**src/amute_cfg.svh**
```systemverilog
`ifndef AMUTE_CFG_SVH
`define AMUTE_CFG_SVH

// Register offsets
`define OFS_AUTO_MUTE_CONTROL 8'h50
`define OFS_ZERO_RUN_TIME 8'h51
`define OFS_ANALOG_MUTE_DELAY 8'h52
`define OFS_ANALOG_LOOP_CONTROL 8'h53
`define OFS_ANALOG_GAIN_SETTING 8'h54
`define OFS_BIQUAD_WRITE_CONTROL 8'h5c
`define OFS_AUTO_MUTE_STATUS 8'h69

// Reset values
`define RST_AUTO_MUTE_CONTROL 8'h07
`define RST_ZERO_RUN_TIME 8'h00
`define RST_ANALOG_MUTE_DELAY 8'h00
`define RST_ANALOG_LOOP_CONTROL 8'h00
`define RST_ANALOG_GAIN_SETTING 8'h00
`define RST_BIQUAD_WRITE_CONTROL 8'h00

// Field positions
`define BIT_LEFT_ENABLE 0
`define BIT_RIGHT_ENABLE 1
`define BIT_JOINT_MODE 2
`define LEFT_RUN_LSB 4
`define RIGHT_RUN_LSB 0
`define BIT_FAST_HIZ 7
`define BANDWIDTH_LSB 5
`define BIT_IN_PHASE 0
`define GAIN_LSB 0
`define BIT_FIRST_COEF 0
`define BIT_RIGHT_STATUS 1
`define BIT_LEFT_STATUS 0

// Zero-run times in microseconds at the reference sample rate
`define RUN_REF_RATE_KHZ 96
`define RUN_TIME_US_0 11500
`define RUN_TIME_US_1 53000
`define RUN_TIME_US_2 106500
`define RUN_TIME_US_3 266500
`define RUN_TIME_US_4 535000
`define RUN_TIME_US_5 1065000
`define RUN_TIME_US_6 2665000
`define RUN_TIME_US_7 5330000

`endif

```
**src/amute_pkg.sv**
```systemverilog
`default_nettype none
package amute_pkg;

	typedef enum logic [3:0] {
		BUS_IDLE, BUS_ADDR, BUS_ACK_ADDR, BUS_SUB, BUS_ACK_SUB,
		BUS_WDATA, BUS_ACK_W, BUS_RDATA, BUS_RACK
	} bus_state_t;

	typedef logic [18:0] run_count_t;

	typedef struct packed {
		logic scl_m;
		logic scl_s;
		logic scl_p;
		logic sda_m;
		logic sda_s;
		logic sda_p;
		bus_state_t st;
		logic [3:0] bit_cnt;
		logic [7:0] shift;
		logic rw;
		logic nack;
		logic [7:0] ptr;
		logic sda_oe;
		logic [7:0] auto_mute_control;
		logic [7:0] auto_mute_zero_run_time;
		logic [7:0] analog_mute_delay;
		logic [7:0] analog_loop_control;
		logic [7:0] analog_gain_setting;
		logic [7:0] biquad_write_control;
		logic mute_l;
		logic mute_r;
	} top_state_t;

	typedef struct packed {
		run_count_t count;
		logic reached;
	} run_state_t;

	typedef struct packed {
		logic [7:0] count;
		logic analog_mute;
	} delay_state_t;

endpackage
`default_nettype wire

```
**src/amute_links.sv**
```systemverilog
`default_nettype none
interface zero_run_if;
	import amute_pkg::*;
	logic tick;
	logic zero;
	run_count_t limit;
	logic reached;
	modport counter(input tick, input zero, input limit, output reached);
	modport ctrl(output tick, output zero, output limit, input reached);
endinterface

interface silence_delay_if;
	logic tick;
	logic dig_done;
	logic [7:0] delay;
	logic analog_mute;
	modport timer(input tick, input dig_done, input delay, output analog_mute);
	modport ctrl(output tick, output dig_done, output delay, input analog_mute);
endinterface
`default_nettype wire

```
**src/auto_mute_and_output_ctrl.sv**
```systemverilog
// Summary of operation
// - Joint mode bit set mutes both channels only when both qualify.
// - Right channel auto mute acts only while its enable bit is one.
// - Left channel auto mute acts only while its enable bit is one.
// - Left mute needs a zero run of the length chosen by bits 6-4.
// - Right mute needs a zero run of the length chosen by bits 2-0.
// - Codes map to 11.5 ms up to 5.33 s at the reference rate.
// - Thresholds are fixed sample counts, so time scales with sample rate.
// - Analog mute follows completed digital mute after 0 to 255 frames.
// - Bit 7 enables fast high impedance when the clock halts.
// - Bits 6-5 select loop bandwidth 80, 100, 120 or 175 kHz.
// - Bit 0 selects left and right PWM in phase or out of phase.
// - Gain code steps 0.5 dB from 0 dB down to -15.5 dB.
// - Status register shows right mute in bit 1, left in bit 0.
`include "amute_cfg.svh"
`default_nettype none
module auto_mute_and_output_ctrl import amute_pkg::*; #(
	parameter logic [6:0] DEV_ADDR = 7'h2c,
	parameter int unsigned SAMPLE_W = 32,
	parameter int unsigned RUN_DIV = 1
) (
	input wire logic clock,
	input wire logic rst,
	input wire logic ce,
	input wire logic scl_in,
	input wire logic sda_in,
	output logic sda_out,
	output logic sda_oe,
	input wire logic sample_tick,
	input wire logic [SAMPLE_W-1:0] left_sample,
	input wire logic [SAMPLE_W-1:0] right_sample,
	input wire logic digital_mute_done,
	output logic left_auto_mute,
	output logic right_auto_mute,
	output logic analog_mute,
	output logic fast_hiz_enable,
	output logic [1:0] loop_bandwidth,
	output logic pwm_in_phase,
	output logic [4:0] output_stage_attenuation,
	output logic filter_coef_first_word
);
	localparam int unsigned RUN_COUNT [8] = '{
		`RUN_TIME_US_0 * `RUN_REF_RATE_KHZ / 1000,
		`RUN_TIME_US_1 * `RUN_REF_RATE_KHZ / 1000,
		`RUN_TIME_US_2 * `RUN_REF_RATE_KHZ / 1000,
		`RUN_TIME_US_3 * `RUN_REF_RATE_KHZ / 1000,
		`RUN_TIME_US_4 * `RUN_REF_RATE_KHZ / 1000,
		`RUN_TIME_US_5 * `RUN_REF_RATE_KHZ / 1000,
		`RUN_TIME_US_6 * `RUN_REF_RATE_KHZ / 1000,
		`RUN_TIME_US_7 * `RUN_REF_RATE_KHZ / 1000
	};

	if (RUN_DIV < 1 || RUN_DIV > RUN_COUNT[0]) begin : g_bad_div
		$error("RUN_DIV out of range");
	end
	if (SAMPLE_W < 1) begin : g_bad_width
		$error("SAMPLE_W must be positive");
	end

	top_state_t s, s_d;
	logic start_cond;
	logic stop_cond;
	logic scl_rise;
	logic scl_fall;
	logic wr_en;
	logic [7:0] rd;
	logic cand_l;
	logic cand_r;
	logic [2:0] left_zero_run_length;
	logic [2:0] right_zero_run_length;
	logic left_silence_flag;
	logic right_silence_flag;

	zero_run_if run_l();
	zero_run_if run_r();
	silence_delay_if dly();

	// Threshold in samples, not clock cycles
	function automatic run_count_t run_limit(input logic [2:0] code);
		run_limit = run_count_t'(RUN_COUNT[code] / RUN_DIV);
	endfunction

	function automatic logic [7:0] read_reg(input top_state_t t, input logic [7:0] a);
		unique case (a)
			`OFS_AUTO_MUTE_CONTROL: read_reg = t.auto_mute_control;
			`OFS_ZERO_RUN_TIME: read_reg = t.auto_mute_zero_run_time;
			`OFS_ANALOG_MUTE_DELAY: read_reg = t.analog_mute_delay;
			`OFS_ANALOG_LOOP_CONTROL: read_reg = t.analog_loop_control;
			`OFS_ANALOG_GAIN_SETTING: read_reg = t.analog_gain_setting;
			`OFS_BIQUAD_WRITE_CONTROL: read_reg = t.biquad_write_control;
			`OFS_AUTO_MUTE_STATUS: begin
				read_reg = 8'h00;
				read_reg[`BIT_RIGHT_STATUS] = t.mute_r;
				read_reg[`BIT_LEFT_STATUS] = t.mute_l;
			end
			default: read_reg = 8'h00;
		endcase
	endfunction

	assign left_zero_run_length = s.auto_mute_zero_run_time[`LEFT_RUN_LSB +: 3];
	assign right_zero_run_length = s.auto_mute_zero_run_time[`RIGHT_RUN_LSB +: 3];

	assign run_l.tick = sample_tick;
	assign run_l.zero = (left_sample == '0);
	assign run_l.limit = run_limit(left_zero_run_length);
	assign run_r.tick = sample_tick;
	assign run_r.zero = (right_sample == '0);
	assign run_r.limit = run_limit(right_zero_run_length);

	// Frame tick doubles as the frame-clock period count
	assign dly.tick = sample_tick;
	assign dly.dig_done = digital_mute_done;
	assign dly.delay = s.analog_mute_delay;

	zero_run_counter u_run_l (
		.clock(clock),
		.rst(rst),
		.ce(ce),
		.lnk(run_l)
	);

	zero_run_counter u_run_r (
		.clock(clock),
		.rst(rst),
		.ce(ce),
		.lnk(run_r)
	);

	silence_delay_timer u_delay (
		.clock(clock),
		.rst(rst),
		.ce(ce),
		.lnk(dly)
	);

	// Edges judged on the second and third stages only
	assign start_cond = s.scl_s && s.scl_p && s.sda_p && !s.sda_s;
	assign stop_cond = s.scl_s && s.scl_p && !s.sda_p && s.sda_s;
	assign scl_rise = s.scl_s && !s.scl_p;
	assign scl_fall = !s.scl_s && s.scl_p;

	assign cand_l = s.auto_mute_control[`BIT_LEFT_ENABLE] && run_l.reached;
	assign cand_r = s.auto_mute_control[`BIT_RIGHT_ENABLE] && run_r.reached;

	always_comb begin
		s_d = s;
		wr_en = 1'b0;
		rd = 8'h00;
		s_d.scl_m = scl_in;
		s_d.scl_s = s.scl_m;
		s_d.scl_p = s.scl_s;
		s_d.sda_m = sda_in;
		s_d.sda_s = s.sda_m;
		s_d.sda_p = s.sda_s;
		unique case (s.st)
			BUS_IDLE: begin
			end
			BUS_ADDR, BUS_SUB, BUS_WDATA: begin
				if (scl_rise && s.bit_cnt < 4'd8) begin
					s_d.shift = {s.shift[6:0], s.sda_s};
					s_d.bit_cnt = s.bit_cnt + 4'd1;
				end else if (scl_fall && s.bit_cnt == 4'd8) begin
					s_d.bit_cnt = 4'd0;
					if (s.st == BUS_ADDR) begin
						if (s.shift[7:1] == DEV_ADDR) begin
							s_d.rw = s.shift[0];
							s_d.sda_oe = 1'b1;
							s_d.st = BUS_ACK_ADDR;
						end else begin
							s_d.st = BUS_IDLE;
						end
					end else if (s.st == BUS_SUB) begin
						s_d.ptr = s.shift;
						s_d.sda_oe = 1'b1;
						s_d.st = BUS_ACK_SUB;
					end else begin
						wr_en = 1'b1;
						s_d.ptr = s.ptr + 8'h01;
						s_d.sda_oe = 1'b1;
						s_d.st = BUS_ACK_W;
					end
				end
			end
			BUS_ACK_ADDR: begin
				if (scl_fall) begin
					s_d.sda_oe = 1'b0;
					if (s.rw) begin
						rd = read_reg(s, s.ptr);
						s_d.shift = rd;
						s_d.sda_oe = ~rd[7];
						s_d.ptr = s.ptr + 8'h01;
						s_d.st = BUS_RDATA;
					end else begin
						s_d.st = BUS_SUB;
					end
				end
			end
			BUS_ACK_SUB, BUS_ACK_W: begin
				if (scl_fall) begin
					s_d.sda_oe = 1'b0;
					s_d.st = BUS_WDATA;
				end
			end
			BUS_RDATA: begin
				if (scl_fall) begin
					if (s.bit_cnt == 4'd7) begin
						s_d.bit_cnt = 4'd0;
						s_d.sda_oe = 1'b0;
						s_d.st = BUS_RACK;
					end else begin
						s_d.bit_cnt = s.bit_cnt + 4'd1;
						s_d.shift = {s.shift[6:0], 1'b0};
						s_d.sda_oe = ~s.shift[6];
					end
				end
			end
			BUS_RACK: begin
				if (scl_rise) begin
					s_d.nack = s.sda_s;
				end else if (scl_fall) begin
					if (s.nack) begin
						s_d.st = BUS_IDLE;
					end else begin
						rd = read_reg(s, s.ptr);
						s_d.shift = rd;
						s_d.sda_oe = ~rd[7];
						s_d.ptr = s.ptr + 8'h01;
						s_d.st = BUS_RDATA;
					end
				end
			end
			default: begin
				s_d.st = BUS_IDLE;
				s_d.sda_oe = 1'b0;
			end
		endcase
		// Start and stop override any phase, including a repeated start
		if (start_cond) begin
			s_d.st = BUS_ADDR;
			s_d.bit_cnt = 4'd0;
			s_d.sda_oe = 1'b0;
		end else if (stop_cond) begin
			s_d.st = BUS_IDLE;
			s_d.sda_oe = 1'b0;
		end
		// Status and unmapped offsets ignore writes
		if (wr_en) begin
			unique case (s.ptr)
				`OFS_AUTO_MUTE_CONTROL: s_d.auto_mute_control = s.shift;
				`OFS_ZERO_RUN_TIME: s_d.auto_mute_zero_run_time = s.shift;
				`OFS_ANALOG_MUTE_DELAY: s_d.analog_mute_delay = s.shift;
				`OFS_ANALOG_LOOP_CONTROL: s_d.analog_loop_control = s.shift;
				`OFS_ANALOG_GAIN_SETTING: s_d.analog_gain_setting = s.shift;
				`OFS_BIQUAD_WRITE_CONTROL: s_d.biquad_write_control = s.shift;
				default: begin
				end
			endcase
		end
		if (s.auto_mute_control[`BIT_JOINT_MODE]) begin
			s_d.mute_l = cand_l && cand_r;
			s_d.mute_r = cand_l && cand_r;
		end else begin
			s_d.mute_l = cand_l;
			s_d.mute_r = cand_r;
		end
	end

	always_ff @(posedge clock) begin
		if (rst) begin
			s <= '0;
			s.scl_m <= 1'b1;
			s.scl_s <= 1'b1;
			s.scl_p <= 1'b1;
			s.sda_m <= 1'b1;
			s.sda_s <= 1'b1;
			s.sda_p <= 1'b1;
			s.st <= BUS_IDLE;
			s.auto_mute_control <= `RST_AUTO_MUTE_CONTROL;
			s.auto_mute_zero_run_time <= `RST_ZERO_RUN_TIME;
			s.analog_mute_delay <= `RST_ANALOG_MUTE_DELAY;
			s.analog_loop_control <= `RST_ANALOG_LOOP_CONTROL;
			s.analog_gain_setting <= `RST_ANALOG_GAIN_SETTING;
			s.biquad_write_control <= `RST_BIQUAD_WRITE_CONTROL;
		end else if (ce) begin
			s <= s_d;
		end
	end

	assign left_silence_flag = s.mute_l;
	assign right_silence_flag = s.mute_r;

	// Open drain: only ever pulls low
	assign sda_out = 1'b0;
	assign sda_oe = s.sda_oe;
	assign left_auto_mute = left_silence_flag;
	assign right_auto_mute = right_silence_flag;
	assign analog_mute = dly.analog_mute;
	assign fast_hiz_enable = s.analog_loop_control[`BIT_FAST_HIZ];
	assign loop_bandwidth = s.analog_loop_control[`BANDWIDTH_LSB +: 2];
	assign pwm_in_phase = s.analog_loop_control[`BIT_IN_PHASE];
	// Code n means n half-dB steps of attenuation
	assign output_stage_attenuation = s.analog_gain_setting[`GAIN_LSB +: 5];
	assign filter_coef_first_word = s.biquad_write_control[`BIT_FIRST_COEF];
endmodule
`default_nettype wire

```
**src/silence_delay_timer.sv**
```systemverilog
`default_nettype none
module silence_delay_timer import amute_pkg::*; (
	input wire logic clock,
	input wire logic rst,
	input wire logic ce,
	silence_delay_if.timer lnk
);
	delay_state_t s, s_d;

	always_comb begin
		s_d = s;
		if (!lnk.dig_done) begin
			s_d.count = 8'h00;
			s_d.analog_mute = 1'b0;
		end else if (s.count >= lnk.delay) begin
			// Delay of zero asserts on the clock after completion
			s_d.analog_mute = 1'b1;
		end else if (lnk.tick) begin
			s_d.count = s.count + 8'h01;
		end
	end

	always_ff @(posedge clock) begin
		if (rst)
			s <= '0;
		else if (ce)
			s <= s_d;
	end

	assign lnk.analog_mute = s.analog_mute;
endmodule
`default_nettype wire

```
**src/zero_run_counter.sv**
```systemverilog
`default_nettype none
module zero_run_counter import amute_pkg::*; (
	input wire logic clock,
	input wire logic rst,
	input wire logic ce,
	zero_run_if.counter lnk
);
	run_state_t s, s_d;
	run_count_t next_count;

	always_comb begin
		s_d = s;
		next_count = s.count;
		if (lnk.tick) begin
			if (!lnk.zero) begin
				s_d.count = '0;
				s_d.reached = 1'b0;
			end else begin
				// Saturates, so a long silence never wraps back to unmuted
				if (s.count < lnk.limit)
					next_count = s.count + run_count_t'(1);
				s_d.count = next_count;
				s_d.reached = (next_count >= lnk.limit);
			end
		end
	end

	always_ff @(posedge clock) begin
		if (rst)
			s <= '0;
		else if (ce)
			s <= s_d;
	end

	assign lnk.reached = s.reached;
endmodule
`default_nettype wire
```
**config.mk**
```make
export PLATFORM = sky130hd
export DESIGN_NAME = auto_mute_and_output_ctrl
export DESIGN_NICKNAME = d
export VERILOG_FILES = /design/src/amute_pkg.sv /design/src/amute_links.sv /design/src/auto_mute_and_output_ctrl.sv /design/src/silence_delay_timer.sv /design/src/zero_run_counter.sv
export VERILOG_INCLUDE_DIRS = /design/src /design/src/src
export SDC_FILE = /design/constraint.sdc
export NUM_CORES = 1
export LEC_CHECK = 0
export ABC_AREA = 1
export BUFFER_PORTS_ARGS = -buffer_cell sky130_fd_sc_hd__buf_2
export CAP_MARGIN = 10
export CORE_MARGIN = 1.5
export CORE_UTILIZATION = 40
export DETAILED_ROUTE_END_ITERATION = 10
export GPL_TIMING_DRIVEN = 1
export PLACE_DENSITY = 0.62
export SYNTH_ARGS = -nofsm -noshare
export SYNTH_HDL_FRONTEND = slang
export SYNTH_SLANG_ARGS = --single-unit
```
**constraint.sdc**
```tcl
create_clock -name clock -period 10.55 [get_ports clock]
set_input_delay 2.11 -clock clock [delete_from_list [all_inputs] [get_ports clock]]
set_output_delay 2.11 -clock clock [all_outputs]
set_load 0.02 [all_outputs]
```
==> flow_summary.json <==
{
  "outcome": "completed",
  "first_iter_violations": 753,
  "grt_overflow": 0,
  "ant_nets": 0,
  "synth_edf_count": 0,
  "postSynthRegisterBits": 132,
  "flop2flop_setup_slack_ns": 5.92,
  "post_cts.resized_instances": 0,
  "switchingPower_mw": 0.379,
  "fmax_mhz": 216,
  "timing.max_slew.rel_slack_pct": 41.8,
  "synth.cell_area_um2": 9200,
  "number_of_distinct_library_cell_variants_in_the_gate_level_netlist_after_synthesis": 58,
  "cp.required_ns": 10.90,
  "critPathSlowestCell": "sky130_fd_sc_hd__dfxtp_1",
  "worst_slew_pin_slew_ns": 0.870,
  "num_io_pins": 86,
  "cts_hold_buffers": 0,
  "cellInternalPower_mw": 0.869,
  "timing_hold_violations_final": 0,
  "average_routed_wire_per_standard_cell_um": 15.3,
  "fin_crit_ns": 4.63,
  "crit_path_largest_cell_delay_ns": 0.50,
  "regToRegStartpoint": "left_zero_run_length[1]",
  "ir_worst_vdd_mv": 0.101,
  "drt_pre_antenna_iters": 5,
  "net_count_after_synthesis": 1471,
  "grt_max_degree": 55,
  "core_footprint_um2": 22600,
  "routabilityCongestion": 0.896,
  "cts_max_level": 4,
  "finalPower_mw": 1.25,
  "drv.max_cap_violation_count": 0,
  "timing.setup.tns_ns": 0,
  "grt_setup_unrepaired": "false",
  "post-cts-setup-buffer-count": 0,
  "die_h_um": 155,
  "share_of_flip_flops_with_an_asynchronous_set_or_reset_pct": 0,
  "setup-violations-final": 0,
  "clockPowerShare_pct": 48.6,
  "critPathLaunch": "left_zero_run_length[1]",
  "area_growth_syn_to_layout_pct": 12.5,
  "antenna_cells": 0,
  "initial_utilization_pct": 40.7,
  "grt_antenna_before_repair": 0,
  "syn-instance-count": 1317,
  "final_layout_size_suffix_gt1_share_pct": 13.3,
  "grtUsageTotal_pct": 21.9,
  "synth_sequential_area_ratio_pct": 28.7,
  "layout.nets": 1531,
  "cts_num_sinks": 132,
  "synth_top_flop_cell": "sky130_fd_sc_hd__dfxtp_1",
  "clk_pin_slew_worst_paths_ns": 0.07,
  "worst_path_most_repeated_cell": "sky130_fd_sc_hd__nand2_1",
  "cts_tree": "built",
  "via_count": 8965,
  "wirelength_mm": 25.6,
  "die_x_um": 155,
  "power_frac_comb_pct": 9.6,
  "finalCritPeriodShare_pct": 43.9,
  "die_area_um2": 23900,
  "share_seq_of_total_power_pct": 41.8,
  "critical_path_peak_fanout": 12,
  "post-dp-hpwl_mm": 19.1,
  "cts.root.buffer_cell": "sky130_fd_sc_hd__clkbuf_16",
  "crit_arrival_ns": 4.98,
  "path_class": "reg -> reg",
  "worst_skew_pair.late_latency_ns": 0.44,
  "grt_pass1_wl_mm": 42.5,
  "worst_hold_path_type": "reg -> reg",
  "timing_max_transition_violations_final": 0,
  "critical_path.endpoint": "u_run_l.lnk.reached",
  "setup.worst_path.start_class": "flop",
  "power.density_nw_per_um2": 120,
  "timing.critical_path.to_type": "flop",
  "num_rows": 55,
  "detail_route.vias_per_cell": 5.35,
  "p_leak_nw": 4.56,
  "clk_path_buf_depth": 2,
  "buffer_ports.inserted": 84,
  "drt_drc_violations_left": 0,
  "ff2ff_path_depth": 30,
  "finClkSkew_ns": 0.0162,
  "first_global_vias": 8246,
  "power_switching_share_pct": 30.3,
  "crit-reg2reg-capture": "u_run_l.lnk.reached",
  "post_synth.cell_area_avg_um2": 6.99,
  "yosys_warnings": 0,
  "numCtsBuffers": 17
}
## critical path, delay by kind of cell (launching register included)
kind | cells | cell delay, ns
xor+xnor | 1 | 0.15
flops | 1 | 0.50
buf+inv | 4 | 0.31
compound gates | 3 | 0.57
simple gates | 19 | 2.12
fa+ha+maj | 3 | 0.91
## per-stage QoR
stage | worst slack, ns | instance area [um2] | cells | hold slack [ns] | utilization (%)
final | 5.92 | 10400 | 1675 | 0.450 | 45.8
after global routing | 5.41 | 10400 | 1675 | 0.479 | 45.8
after CTS | 5.90 | 10400 | 1675 | 0.457 | 45.8
after detailed placement | 5.93 | 9750 | 1643 | 0.446 | 43.1
after global placement | 5.91 | 9750 | 1643 | 0.436 | 43.1
after floorplan | 6.79 | 9200 | 1317 | 0.429 | -
## how the worst min path moves through the flow
stage	startpoint	endpoint	cells past startpoint
finish	u_delay.lnk.analog_mute	u_delay.lnk.analog_mute	2
global route	u_delay.lnk.analog_mute	u_delay.lnk.analog_mute	2
CTS	u_delay.lnk.analog_mute	u_delay.lnk.analog_mute	2
detailed placement	u_delay.lnk.analog_mute	u_delay.lnk.analog_mute	2
global placement	u_delay.lnk.analog_mute	u_delay.lnk.analog_mute	2
floorplan	s[82]	s[82]	2
## registers in the layout, indices dropped and copies added (netlist names), 2 cells and up
name	flops
output_stage_attenuation	5
right_zero_run_length	3
loop_bandwidth	2
u_run_l.s	19
u_run_r.s	19
u_delay.s	8
left_zero_run_length	3
s	56
dly.delay	8
## power by group through the flow
stage / clock network (mW) / registers [mW] / logic [mW]
2_1_floorplan: 0 / 0.531 / 0.0769
3_3_place_gp: 0 / 0.533 / 0.117
3_5_place_dp: 0 / 0.533 / 0.118
4_1_cts: 0.617 / 0.521 / 0.119
5_1_grt: 0.638 / 0.523 / 0.133
6_report: 0.606 / 0.522 / 0.120
## per-layer routing
metal | wire (um) | GRT usage [%] | vias to the layer above | part of all wire (%)
met5 | 0 | 0 | - | 0
met4 | 465 | 7.10 | 0 | 1.8
met3 | 1100 | 3.39 | 32 | 4.3
met1 | 12400 | 30.2 | 4134 | 48
met2 | 11700 | 35.2 | 214 | 46
li1 | - | - | 4585 | -
## final cells by class
cell class / count / area, um2
fillers: 2304 / 12300
multi-input cells: 962 / 5640
flip-flops and latches: 132 / 2640
inverters: 177 / 664
repair buffers: 87 / 443
clock buffers: 17 / 425
well taps: 285 / 357
clock inverters: 15 / 183
## Yosys cell counts (all sizes together) (7+ instances only)
master,count,area [um2]
a221oi,13,114
clkbuf,21,80.1
nor2,72,315
nand2,296,1140
nand3,69,350
nor3,29,199
a211oi,21,158
o21ai,95,479
xnor2,9,78.8
nor4,20,161
a31oi,7,43.8
or2,7,43.8
a21oi,136,714
nand4,36,246
buf,25,173
ha,83,1040
xor2,25,219
inv,175,657
dfxtp,132,2640
## logic make-up (layout without fill, tap and decap cells)
group	Yosys count	count (layout)	share of synthesized area, %
flip-flops	132	132	28.7
adder cells (fa/ha/maj)	83	83	11.3
buffers and inverters	223	296	9.96
XOR/XNOR	34	34	3.24
other	1	1	0.0407
AND/OR/NAND/NOR	539	539	27.5
AO/OA/AOI/OAI	305	305	19.3
## layout by cell type, fill, tap and decap left out, types with 5 or more instances in the layout
cell type,n
sky130_fd_sc_hd__a221oi_1,13
sky130_fd_sc_hd__nand3_1,68
sky130_fd_sc_hd__a31oi_1,7
sky130_fd_sc_hd__nor4_1,17
sky130_fd_sc_hd__nor2_1,60
sky130_fd_sc_hd__a21oi_1,131
sky130_fd_sc_hd__inv_2,17
sky130_fd_sc_hd__nor3_1,22
sky130_fd_sc_hd__a211oi_1,21
sky130_fd_sc_hd__nand4_1,34
sky130_fd_sc_hd__inv_1,158
sky130_fd_sc_hd__xor2_1,25
sky130_fd_sc_hd__clkbuf_16,17
sky130_fd_sc_hd__nand2_1,288
sky130_fd_sc_hd__clkinv_8,5
sky130_fd_sc_hd__or2_2,7
sky130_fd_sc_hd__o21ai_1,8
sky130_fd_sc_hd__dfxtp_1,132
sky130_fd_sc_hd__ha_1,83
sky130_fd_sc_hd__buf_2,84
sky130_fd_sc_hd__xnor2_1,9
sky130_fd_sc_hd__nor2_2,9
sky130_fd_sc_hd__inv_8,6
sky130_fd_sc_hd__nand2_2,6
sky130_fd_sc_hd__o21ai_0,86
No activity file was read; power rests on OpenSTA's default activity.
